## src/rtl/cslk_pkg.sv

```systemverilog
// Contract
// - hardware stack holds thirty-two sixteen-bit return address entries.
// - call, return, interrupt return and interrupt service use the stack automatically.
// - push, pop and interrupt-variant pop give software explicit stack access.
// - any reset sets the stack index to 1fh.
// - call, push, vectoring increment the index first, then write the selected entry.
// - return, interrupt return, pop, interrupt pop read the entry, then decrement.
// - password is the sixteen program words at 0010h through 001fh.
// - power-on reset sets the lock bit to one.
// - locked with non-blank password denies utility access until a match.
// - cleared lock bit grants utility access with no password check.
// - mass erase leaves the password region all ones.
// - mass erase is allowed without a matching password.
// - every reset starts execution in utility rom at 8000h.
// - utility code branches to application at 0000h or to a loader.
// - fetch and execute complete in one cycle, no pipeline.
// - instructions are fixed sixteen-bit words.
// - three data pointers auto increment or decrement after an access.
// - sixteen accumulators work with the stack for fast calls and switching.
// - utility rom occupies a 4k word block.
`default_nettype none
package cslk_pkg;
    localparam int WORD_W = 16;
    localparam int STACK_DEPTH = 32;
    localparam int IDX_W = 5;
    localparam logic [4:0] STACK_TOP_RESET = 5'h1f;
    localparam logic [15:0] UROM_START = 16'h8000;
    localparam logic [15:0] APP_START = 16'h0000;
    localparam int UROM_WORDS = 4096;
    localparam logic [15:0] PW_FIRST = 16'h0010;
    localparam logic [15:0] PW_LAST = 16'h001f;
    localparam int PW_WORDS = 16;
    localparam int PW_IDX_W = 4;
    localparam logic [15:0] WORD_ONES = 16'hffff;
    localparam logic [15:0] WORD_ZERO = 16'h0000;
    localparam int NUM_ACC = 16;
    localparam int NUM_DP = 3;
    localparam int DP_IDX_W = 2;
    typedef enum logic [2:0] {
        CSLK_OP_NONE, CSLK_OP_CALL, CSLK_OP_PUSH, CSLK_OP_VECTOR,
        CSLK_OP_RET, CSLK_OP_RETURN_FROM_INTERRUPT, CSLK_OP_POP, CSLK_OP_POP_INTERRUPT_VARIANT
    } cslk_op_type;
endpackage
`default_nettype wire

```

## src/rtl/cslk_core_stack_and_code_lock.sv

```systemverilog
`timescale 1ns/1ps
`default_nettype none
module cslk_core_stack_and_code_lock (
    input wire logic i_mclk, // 50 mhz clock
    input wire logic i_rst, // sync reset, high
    input wire logic i_por, // power-on reset pulse, high
    input wire cslk_pkg::cslk_op_type i_op, // stack operation this cycle
    input wire logic [15:0] i_push_data, // value to push
    output logic [15:0] o_pop_data, // value popped, registered
    output logic o_pop_valid, // pop result valid, one cycle
    output logic [4:0] o_stack_top_index, // current stack index
    input wire logic i_dp_access, // data pointer access strobe
    input wire logic [1:0] i_dp_sel, // which data pointer
    input wire logic i_dp_dec, // 1 decrement, 0 increment
    input wire logic i_dp_load, // load pointer
    input wire logic [15:0] i_dp_load_val, // load value
    output logic [15:0] o_dp0, // data pointer 0
    output logic [15:0] o_dp1, // data pointer 1
    output logic [15:0] o_dp2, // data pointer 2
    input wire logic i_acc_we, // accumulator write
    input wire logic [3:0] i_acc_sel, // accumulator index
    input wire logic [15:0] i_acc_wdata, // accumulator data
    output logic [15:0] o_acc_rdata, // selected accumulator, registered
    input wire logic i_pw_load, // store a password word from memory
    input wire logic [15:0] i_pw_addr, // program address of that word
    input wire logic [15:0] i_pw_data, // program word
    input wire logic i_key_valid, // supplied key word strobe
    input wire logic [3:0] i_key_idx, // supplied key word index
    input wire logic [15:0] i_key_data, // supplied key word
    input wire logic i_key_check, // compare supplied key now
    input wire logic i_lock_clear, // clear lock bit
    input wire logic i_mass_erase, // mass erase request
    input wire logic i_boot_app, // rom decides to start application
    input wire logic i_boot_go, // rom branch decision strobe
    output logic o_utility_access, // utility rom usable
    output logic o_code_lock_bit, // lock bit
    output logic o_mass_erase_ack, // erase accepted, one cycle
    output logic [15:0] o_fetch_pc, // execution start address
    output logic o_fetch_load // load pc, one cycle
);
    import cslk_pkg::*;

    // ====================================================
    // stack
    logic [15:0] stack_mem [STACK_DEPTH];
    logic [4:0] stack_top_index;
    logic is_push, is_pop;
    assign is_push = (i_op == CSLK_OP_CALL) || (i_op == CSLK_OP_PUSH) ||
                     (i_op == CSLK_OP_VECTOR);
    assign is_pop = (i_op == CSLK_OP_RET) || (i_op == CSLK_OP_RETURN_FROM_INTERRUPT) ||
                    (i_op == CSLK_OP_POP) || (i_op == CSLK_OP_POP_INTERRUPT_VARIANT);

    always_ff @(posedge i_mclk) begin
        if (i_rst || i_por) begin
            stack_top_index <= STACK_TOP_RESET;
        end else if (is_push) begin
            stack_top_index <= stack_top_index + 5'h01;
        end else if (is_pop) begin
            stack_top_index <= stack_top_index - 5'h01;
        end
    end

    // no reset on the array: contents are undefined after reset, as in the core
    always_ff @(posedge i_mclk) begin
        if (is_push && !(i_rst || i_por)) begin
            stack_mem[stack_top_index + 5'h01] <= i_push_data;
        end
    end

    always_ff @(posedge i_mclk) begin
        if (i_rst || i_por) begin
            o_pop_data <= WORD_ZERO;
            o_pop_valid <= 1'b0;
        end else begin
            o_pop_valid <= is_pop;
            if (is_pop) begin
                o_pop_data <= stack_mem[stack_top_index];
            end
        end
    end
    assign o_stack_top_index = stack_top_index;

    // ====================================================
    // data pointers
    logic [15:0] dp [NUM_DP];
    always_ff @(posedge i_mclk) begin
        if (i_rst || i_por) begin
            for (int k = 0; k < NUM_DP; k++) begin
                dp[k] <= WORD_ZERO;
            end
        end else if (i_dp_sel < 2'(NUM_DP)) begin
            if (i_dp_load) begin
                dp[i_dp_sel] <= i_dp_load_val;
            end else if (i_dp_access) begin
                dp[i_dp_sel] <= i_dp_dec ? dp[i_dp_sel] - 16'h0001
                                         : dp[i_dp_sel] + 16'h0001;
            end
        end
    end
    assign o_dp0 = dp[0];
    assign o_dp1 = dp[1];
    assign o_dp2 = dp[2];

    // ====================================================
    // accumulators, single-cycle write and read
    logic [15:0] acc [NUM_ACC];
    always_ff @(posedge i_mclk) begin
        if (i_acc_we) begin
            acc[i_acc_sel] <= i_acc_wdata;
        end
    end
    always_ff @(posedge i_mclk) begin
        if (i_rst || i_por) begin
            o_acc_rdata <= WORD_ZERO;
        end else begin
            o_acc_rdata <= i_acc_we ? i_acc_wdata : acc[i_acc_sel];
        end
    end

    // ====================================================
    // password lock
    logic [15:0] pw_word [PW_WORDS];
    logic [15:0] key_word [PW_WORDS];
    logic code_lock_bit;
    logic unlocked;
    logic pw_blank;

    function automatic logic in_pw_region(input logic [15:0] a);
        return (a >= PW_FIRST) && (a <= PW_LAST);
    endfunction

    always_comb begin
        logic all_ones, all_zero;
        all_ones = 1'b1;
        all_zero = 1'b1;
        for (int k = 0; k < PW_WORDS; k++) begin
            all_ones &= (pw_word[k] == WORD_ONES);
            all_zero &= (pw_word[k] == WORD_ZERO);
        end
        pw_blank = all_ones || all_zero;
    end

    logic key_match;
    always_comb begin
        key_match = 1'b1;
        for (int k = 0; k < PW_WORDS; k++) begin
            key_match &= (key_word[k] == pw_word[k]);
        end
    end

    // erase is never gated by the lock so a locked part can be recovered
    always_ff @(posedge i_mclk) begin
        if (i_por || i_mass_erase) begin
            for (int k = 0; k < PW_WORDS; k++) begin
                pw_word[k] <= WORD_ONES;
            end
        end else if (i_pw_load && in_pw_region(i_pw_addr)) begin
            pw_word[i_pw_addr[3:0]] <= i_pw_data;
        end
    end

    always_ff @(posedge i_mclk) begin
        if (i_rst || i_por) begin
            for (int k = 0; k < PW_WORDS; k++) begin
                key_word[k] <= WORD_ZERO;
            end
        end else if (i_key_valid) begin
            key_word[i_key_idx] <= i_key_data;
        end
    end

    // the lock bit only returns to one on power-on, not on other resets
    always_ff @(posedge i_mclk) begin
        if (i_por) begin
            code_lock_bit <= 1'b1;
        end else if (i_lock_clear) begin
            code_lock_bit <= 1'b0;
        end
    end

    always_ff @(posedge i_mclk) begin
        if (i_rst || i_por || i_mass_erase) begin
            unlocked <= 1'b0;
        end else if (i_key_check) begin
            unlocked <= key_match;
        end
    end

    always_ff @(posedge i_mclk) begin
        if (i_rst || i_por) begin
            o_mass_erase_ack <= 1'b0;
        end else begin
            o_mass_erase_ack <= i_mass_erase;
        end
    end

    assign o_code_lock_bit = code_lock_bit;
    assign o_utility_access = !code_lock_bit || pw_blank || unlocked;

    // ====================================================
    // reset entry and rom dispatch
    always_ff @(posedge i_mclk) begin
        if (i_rst || i_por) begin
            o_fetch_pc <= UROM_START;
            o_fetch_load <= 1'b1;
        end else if (i_boot_go) begin
            o_fetch_pc <= i_boot_app ? APP_START : UROM_START + 16'(UROM_WORDS);
            o_fetch_load <= 1'b1;
        end else begin
            o_fetch_load <= 1'b0;
        end
    end

    // ====================================================
    // checks: stack
    a_reset_top: assert property (@(posedge i_mclk)
        (i_rst || i_por) |=> (stack_top_index == STACK_TOP_RESET))
        else $error("stack index not 1f after reset");
    a_push_incr: assert property (@(posedge i_mclk) disable iff (i_rst || i_por)
        is_push |=> (stack_top_index == $past(stack_top_index) + 5'h01))
        else $error("push did not increment index");
    a_pop_decr: assert property (@(posedge i_mclk) disable iff (i_rst || i_por)
        is_pop |=> (stack_top_index == $past(stack_top_index) - 5'h01))
        else $error("pop did not decrement index");
    // any pop right after any push must hand back the word just pushed
    a_push_pop_data: assert property (@(posedge i_mclk) disable iff (i_rst || i_por)
        (is_push ##1 is_pop) |=> (o_pop_data == $past(i_push_data, 2)))
        else $error("pop did not return pushed word");
    a_pop_valid_pulse: assert property (@(posedge i_mclk) disable iff (i_rst || i_por)
        !is_pop |=> !o_pop_valid)
        else $error("pop valid without a pop");
    a_index_hold: assert property (@(posedge i_mclk) disable iff (i_rst || i_por)
        (i_op == CSLK_OP_NONE) |=> $stable(stack_top_index))
        else $error("index moved without an op");
    a_wrap_top: assert property (@(posedge i_mclk) disable iff (i_rst || i_por)
        (is_push && stack_top_index == STACK_TOP_RESET) |=> (stack_top_index == 5'h00))
        else $error("index did not wrap");
    c_push_pop: cover property (@(posedge i_mclk) is_push ##1 is_pop);
    c_wrap_push: cover property (@(posedge i_mclk) is_push && stack_top_index == STACK_TOP_RESET);

    // ====================================================
    // checks: pointers and accumulators
    a_dp_up: assert property (@(posedge i_mclk) disable iff (i_rst || i_por)
        (i_dp_access && !i_dp_load && !i_dp_dec && i_dp_sel == 2'h0)
            |=> (o_dp0 == $past(o_dp0) + 16'h0001))
        else $error("pointer did not step up");
    a_dp_down: assert property (@(posedge i_mclk) disable iff (i_rst || i_por)
        (i_dp_access && !i_dp_load && i_dp_dec && i_dp_sel == 2'h1)
            |=> (o_dp1 == $past(o_dp1) - 16'h0001))
        else $error("pointer did not step down");
    // write-through: reading the word being written returns the new value
    a_acc_through: assert property (@(posedge i_mclk) disable iff (i_rst || i_por)
        i_acc_we |=> (o_acc_rdata == $past(i_acc_wdata)))
        else $error("accumulator write not seen next cycle");

    // ====================================================
    // checks: lock
    a_por_lock: assert property (@(posedge i_mclk)
        i_por |=> o_code_lock_bit)
        else $error("lock bit not set by power-on");
    // a warm reset must not touch the lock, only power-on sets it again
    a_lock_warm: assert property (@(posedge i_mclk)
        (i_rst && !i_por && !i_lock_clear) |=> $stable(o_code_lock_bit))
        else $error("warm reset changed the lock bit");
    a_unlocked_access: assert property (@(posedge i_mclk)
        !o_code_lock_bit |-> o_utility_access)
        else $error("access denied with lock clear");
    a_erase_blank: assert property (@(posedge i_mclk) disable iff (i_por)
        (i_mass_erase && !i_rst) |=> (pw_blank && o_mass_erase_ack))
        else $error("erase left password non blank");
    a_erase_pulse: assert property (@(posedge i_mclk)
        !i_mass_erase |=> !o_mass_erase_ack)
        else $error("erase ack without a request");
    // a failed check while locked leaves access to a blank password only
    a_locked_deny: assert property (@(posedge i_mclk)
        (i_key_check && !key_match && o_code_lock_bit && !i_lock_clear)
            |=> (pw_blank || !o_utility_access))
        else $error("locked part gave access");
    a_key_unlock: assert property (@(posedge i_mclk)
        (i_key_check && key_match && !i_rst && !i_por && !i_mass_erase) |=> o_utility_access)
        else $error("matching key did not unlock");
    c_unlock: cover property (@(posedge i_mclk) o_code_lock_bit && unlocked && !pw_blank);
    c_erase_locked: cover property (@(posedge i_mclk) i_mass_erase && o_code_lock_bit && !pw_blank);

    // ====================================================
    // checks: reset entry and dispatch
    a_reset_vector: assert property (@(posedge i_mclk)
        i_rst |=> (o_fetch_load && o_fetch_pc == UROM_START))
        else $error("reset did not enter utility rom");
    // the load strobe is one cycle wide so the fetch unit jumps once per decision
    a_load_drop: assert property (@(posedge i_mclk)
        (!i_rst && !i_por && !i_boot_go) |=> !o_fetch_load)
        else $error("fetch load held without a decision");
    a_boot_app: assert property (@(posedge i_mclk)
        (i_boot_go && i_boot_app && !i_rst && !i_por) |=> (o_fetch_pc == APP_START))
        else $error("application start not taken");
    a_boot_loader: assert property (@(posedge i_mclk)
        (i_boot_go && !i_boot_app && !i_rst && !i_por)
            |=> (o_fetch_pc == UROM_START + 16'(UROM_WORDS)))
        else $error("loader start not taken");
    c_boot_app: cover property (@(posedge i_mclk) i_boot_go && i_boot_app);
endmodule // cslk_core_stack_and_code_lock
`default_nettype wire

```

## config.mk

```make
export PLATFORM = sky130hd
export DESIGN_NAME = cslk_core_stack_and_code_lock
export DESIGN_NICKNAME = d
export VERILOG_FILES = /design/src/rtl/cslk_pkg.sv /design/src/rtl/cslk_core_stack_and_code_lock.sv
export SDC_FILE = /design/constraint.sdc
export NUM_CORES = 2
export LEC_CHECK = 0
export BUFFER_PORTS_ARGS = -buffer_cell sky130_fd_sc_hd__buf_2
export CORE_MARGIN = 4
export CORE_UTILIZATION = 49
export DETAILED_ROUTE_END_ITERATION = 6
export PLACE_DENSITY = 0.64
export RECOVER_POWER = 50
export SETUP_SLACK_MARGIN = 0.5
export SLEW_MARGIN = 20
export SYNTH_ARGS = -nofsm -noshare
export SYNTH_HDL_FRONTEND = slang
export SYNTH_SLANG_ARGS = --single-unit
```

## constraint.sdc

```tcl
create_clock -name i_mclk -period 5.1 [get_ports i_mclk]
set_clock_uncertainty 0.15 [all_clocks]
set_input_delay 0.765 -clock i_mclk [delete_from_list [all_inputs] [get_ports i_mclk]]
set_output_delay 0.765 -clock i_mclk [all_outputs]
set_load 0.03 [all_outputs]
```

==> flow_summary_export.csv <==
group,metric,value,unit
outcome,status,"finished, violations left",
outcome,violations,"capacitance limit, slew limit",
critical_path,ff2ff_setup_slack,1.77,ns
floorplan,die_x,352,um
routing,firstDrtPassIters,6,
timing,slew_headroom,-0.628,
timing,max_freq,220,MHz
finish,nets,3922,
clocking,cts_buffer_depth,3,
pwr,pwr_density_cell,388,nW/um2
finish,final_common_cell,"edfxtp_1",
pwr,leakagePower,22.0,nW
pwr,p_seq_frac,0.513,
timing,whs,0.131,ns
synthesis,synth_cells,3477,
routing,drt-initial-drc-count,4685,
finish,fin_area,65900,um2
finish,ff_latch_area,41300,um2
clocking,cts.clk_slew.worst_paths,0.06,ns
floorplan,rows,126,
grt,grt_max_degree,72,
placed_design,hpwl,118,mm
timing,report.final.hold_viol_count,0,
grt,grt_usage,0.285,
synthesis,avgSynthCellArea,16.7,um2
synthesis,synth_area,58100,um2
critical_path,cp_max_fo,31,
placed_design,place_congestion,1.02,
floorplan,coreArea,118000,um2
placed_design,port_buffers,214,
synthesis,async_reset_ff_frac,0,
critical_path,critPathArrivalTime,4.59,ns
timing,rsz0062_at_grt,"no",
grt,grt_pass1_wl,250,mm
timing,finalSetupViolations,0,
routing,vias,33900,
floorplan,die_h,352,um
worst_hold_path,min_path_type,"in2reg",
timing,fin_tns_setup,0,ns
run,drv_cap,11,
finish,multi_input_area,15700,um2
routing,viasPerCell,6.22,
clocking,cts_root_buf,"clkbuf_16",
clocking,numCtsBuffers,146,
synthesis,ys_seq_area_frac,0.709,
pwr,peakVddDrop,0.322,mV
grt,antenna_found_initial,20,
floorplan,io_pins,229,
timing,worstMarginPinSlew,2.44,ns
routing,drc,0,
critical_path,r2r-start,"dp[2][4]",
critical_path,critPathCaptureType,"flop",
pwr,p_total,25.6,mW
pwr,switching_power,5.90,mW
routing,drtAntennaViolNets,0,
finish,layout-drive-gt1-share,0.200,
floorplan,start_util,0.493,
finish,nFillCells,9233,
timing,finalCritPeriodShare,0.892,
synthesis,synth_edf_count,1344,
pwr,p_comb_frac,0.068,
timing,period_minus_slack,4.55,ns
synthesis,synth_warnings,0,
finish,layout_common_cells,"edfxtp_1, mux4_2, or3_1, clkbuf_16, buf_2",
clocking,cts_hold_buffers,0,
critical_path,required,5.14,ns
routing,drt-total-wl,178,mm
finish,syn_to_final_growth,13.4,%
routing,routedWlPerCell,32.7,um
clocking,cts_setup_buffers,0,
critical_path,start_kind,"input port",
clocking,tritoncts,"done",
clocking,htreeDepth,4,
synthesis,synthFlopType,"edfxtp_1",
synthesis,ys_seq_elements,1388,
pwr,clkPwrFrac,0.419,
timing,slew_violations,317,
clocking,clkLatencyLatePin,0.74,ns
synthesis,synthDistinctLibCells,71,
critical_path,critPathKind,"in2reg",
grt,grt_pass1_vias,32900,
critical_path,crit_start,"i_por",
placed_design,placed_area,61300,um2
critical_path,endpoint,"dp[0][13]",
critical_path,timing.rr.end,"dp[0][15]",
pwr,p_sw_frac,0.231,
grt,overflow,0,
clocking,clkSinkCount,1388,
clocking,cts-resized-gates,0,
critical_path,worst-r2r-cell-count,9,
pwr,p_int,19.7,mW
floorplan,die-area,124000,um2
## stage by stage
step / util / setup slack, ns / instances
global route: 0.559 / 0.404 / 5434
global placement: 0.520 / 0.969 / 5167
detailed placement: 0.520 / 0.927 / 5167
CTS: 0.561 / 0.804 / 5430
floorplan: - / 1.38 / 3506
finish: 0.559 / 0.551 / 5440
## area by class of cell
type                    instances  area share
flip-flops and latches       1388       0.626
multi-input cells            1782       0.238
clock buffers                 188      0.0608
well taps                    1536      0.0292
repair buffers                315      0.0255
clock inverters                75      0.0122
inverters                     146     0.00831
diodes                         10    0.000380
## cell usage after synthesis (all sizes together), types with 2 or more instances
master | instances | area (um2)
edfxtp | 1344 | 40400
and2 | 259 | 1620
mux4 | 256 | 5780
nor2 | 153 | 574
or3 | 151 | 945
inv | 146 | 548
clkbuf | 135 | 507
nor4 | 123 | 769
nand4 | 120 | 751
xnor2 | 88 | 778
nand2b | 87 | 544
xor2 | 66 | 578
or2 | 65 | 407
buf | 55 | 365
o21ai | 51 | 255
nand2 | 45 | 169
dfxtp | 44 | 881
mux2i | 38 | 384
o22ai | 38 | 238
a21oi | 34 | 174
o2bb2ai | 24 | 210
nor3 | 22 | 125
a221oi | 19 | 166
ha | 19 | 238
a22o | 10 | 87.6
nor2b | 10 | 62.6
nand3 | 9 | 45.0
o2111ai | 8 | 70.1
a2111oi | 7 | 61.3
a22oi | 4 | 30.0
o21a | 4 | 31.3
a211oi | 3 | 22.5
a21o | 3 | 22.5
nand3b | 3 | 22.5
o31a | 3 | 26.3
a31oi | 2 | 12.5
and4b | 2 | 20.0
nand4b | 2 | 17.5
o211a | 2 | 20.0
o21bai | 2 | 15.0
o221ai | 2 | 17.5
o31ai | 2 | 20.0
or4 | 2 | 15.0
## worst min-delay path by stage
stage	start	endpoint	slack (ns)	cells after the start
floorplan	unlocked	unlocked	0.40	2
global placement	o_fetch_pc[15]	o_fetch_pc[15]	0.37	2
detailed placement	o_fetch_pc[15]	o_fetch_pc[15]	0.35	2
CTS	i_lock_clear	o_code_lock_bit	0.08	3
global route	i_lock_clear	o_code_lock_bit	0.12	3
finish	i_lock_clear	o_code_lock_bit	0.13	3
## cells by family after synthesis
kind of cell               count (synthesis)  synth area share
xor gates and xnor gates                 154            0.0233
muxes                                    295             0.106
DFF                                     1388             0.709
AOI/OAI and AO/OA                        226            0.0268
buffers and inverters                    336            0.0244
other                                      1         0.0000645
and+or+nand+nor                         1057             0.105
adders and majority gates                 20           0.00443
## metal layers
layer | global-route usage | up-vias | wire, um
li1 | - | 14200 | -
met1 | 0.386 | 17300 | 67900
met2 | 0.441 | 1896 | 82100
met3 | 0.0605 | 448 | 17300
met4 | 0.140 | 2 | 10500
met5 | 0 | - | 13
## worst max-delay path: stages
cell	delay, ns
clkbuf_1	0.33
nor2_1	0.75
clkbuf_1	1.53
nand2_1	1.19
## sequential cells by signal, indices dropped and copies added, names as in the netlist
name               cells
acc                  256
dp                    64
key_word             256
o_acc_rdata           16
o_code_lock_bit        1
o_fetch_load           1
o_fetch_pc             2
o_mass_erase_ack       1
o_pop_data            16
o_pop_valid            1
o_stack_top_index      5
pw_word              256
stack_mem            512
unlocked               1
## power by group through the flow
stage | Sequential [mW] | Combinational, mW | Clock [mW]
2_1_floorplan | 13.3 | 0.924 | 0
3_3_place_gp | 13.3 | 1.74 | 0
3_5_place_dp | 13.3 | 1.74 | 0
4_1_cts | 13.1 | 1.75 | 10.9
5_1_grt | 13.1 | 1.82 | 11.4
6_report | 13.1 | 1.75 | 10.7
Power figures use the tool's default switching activity.
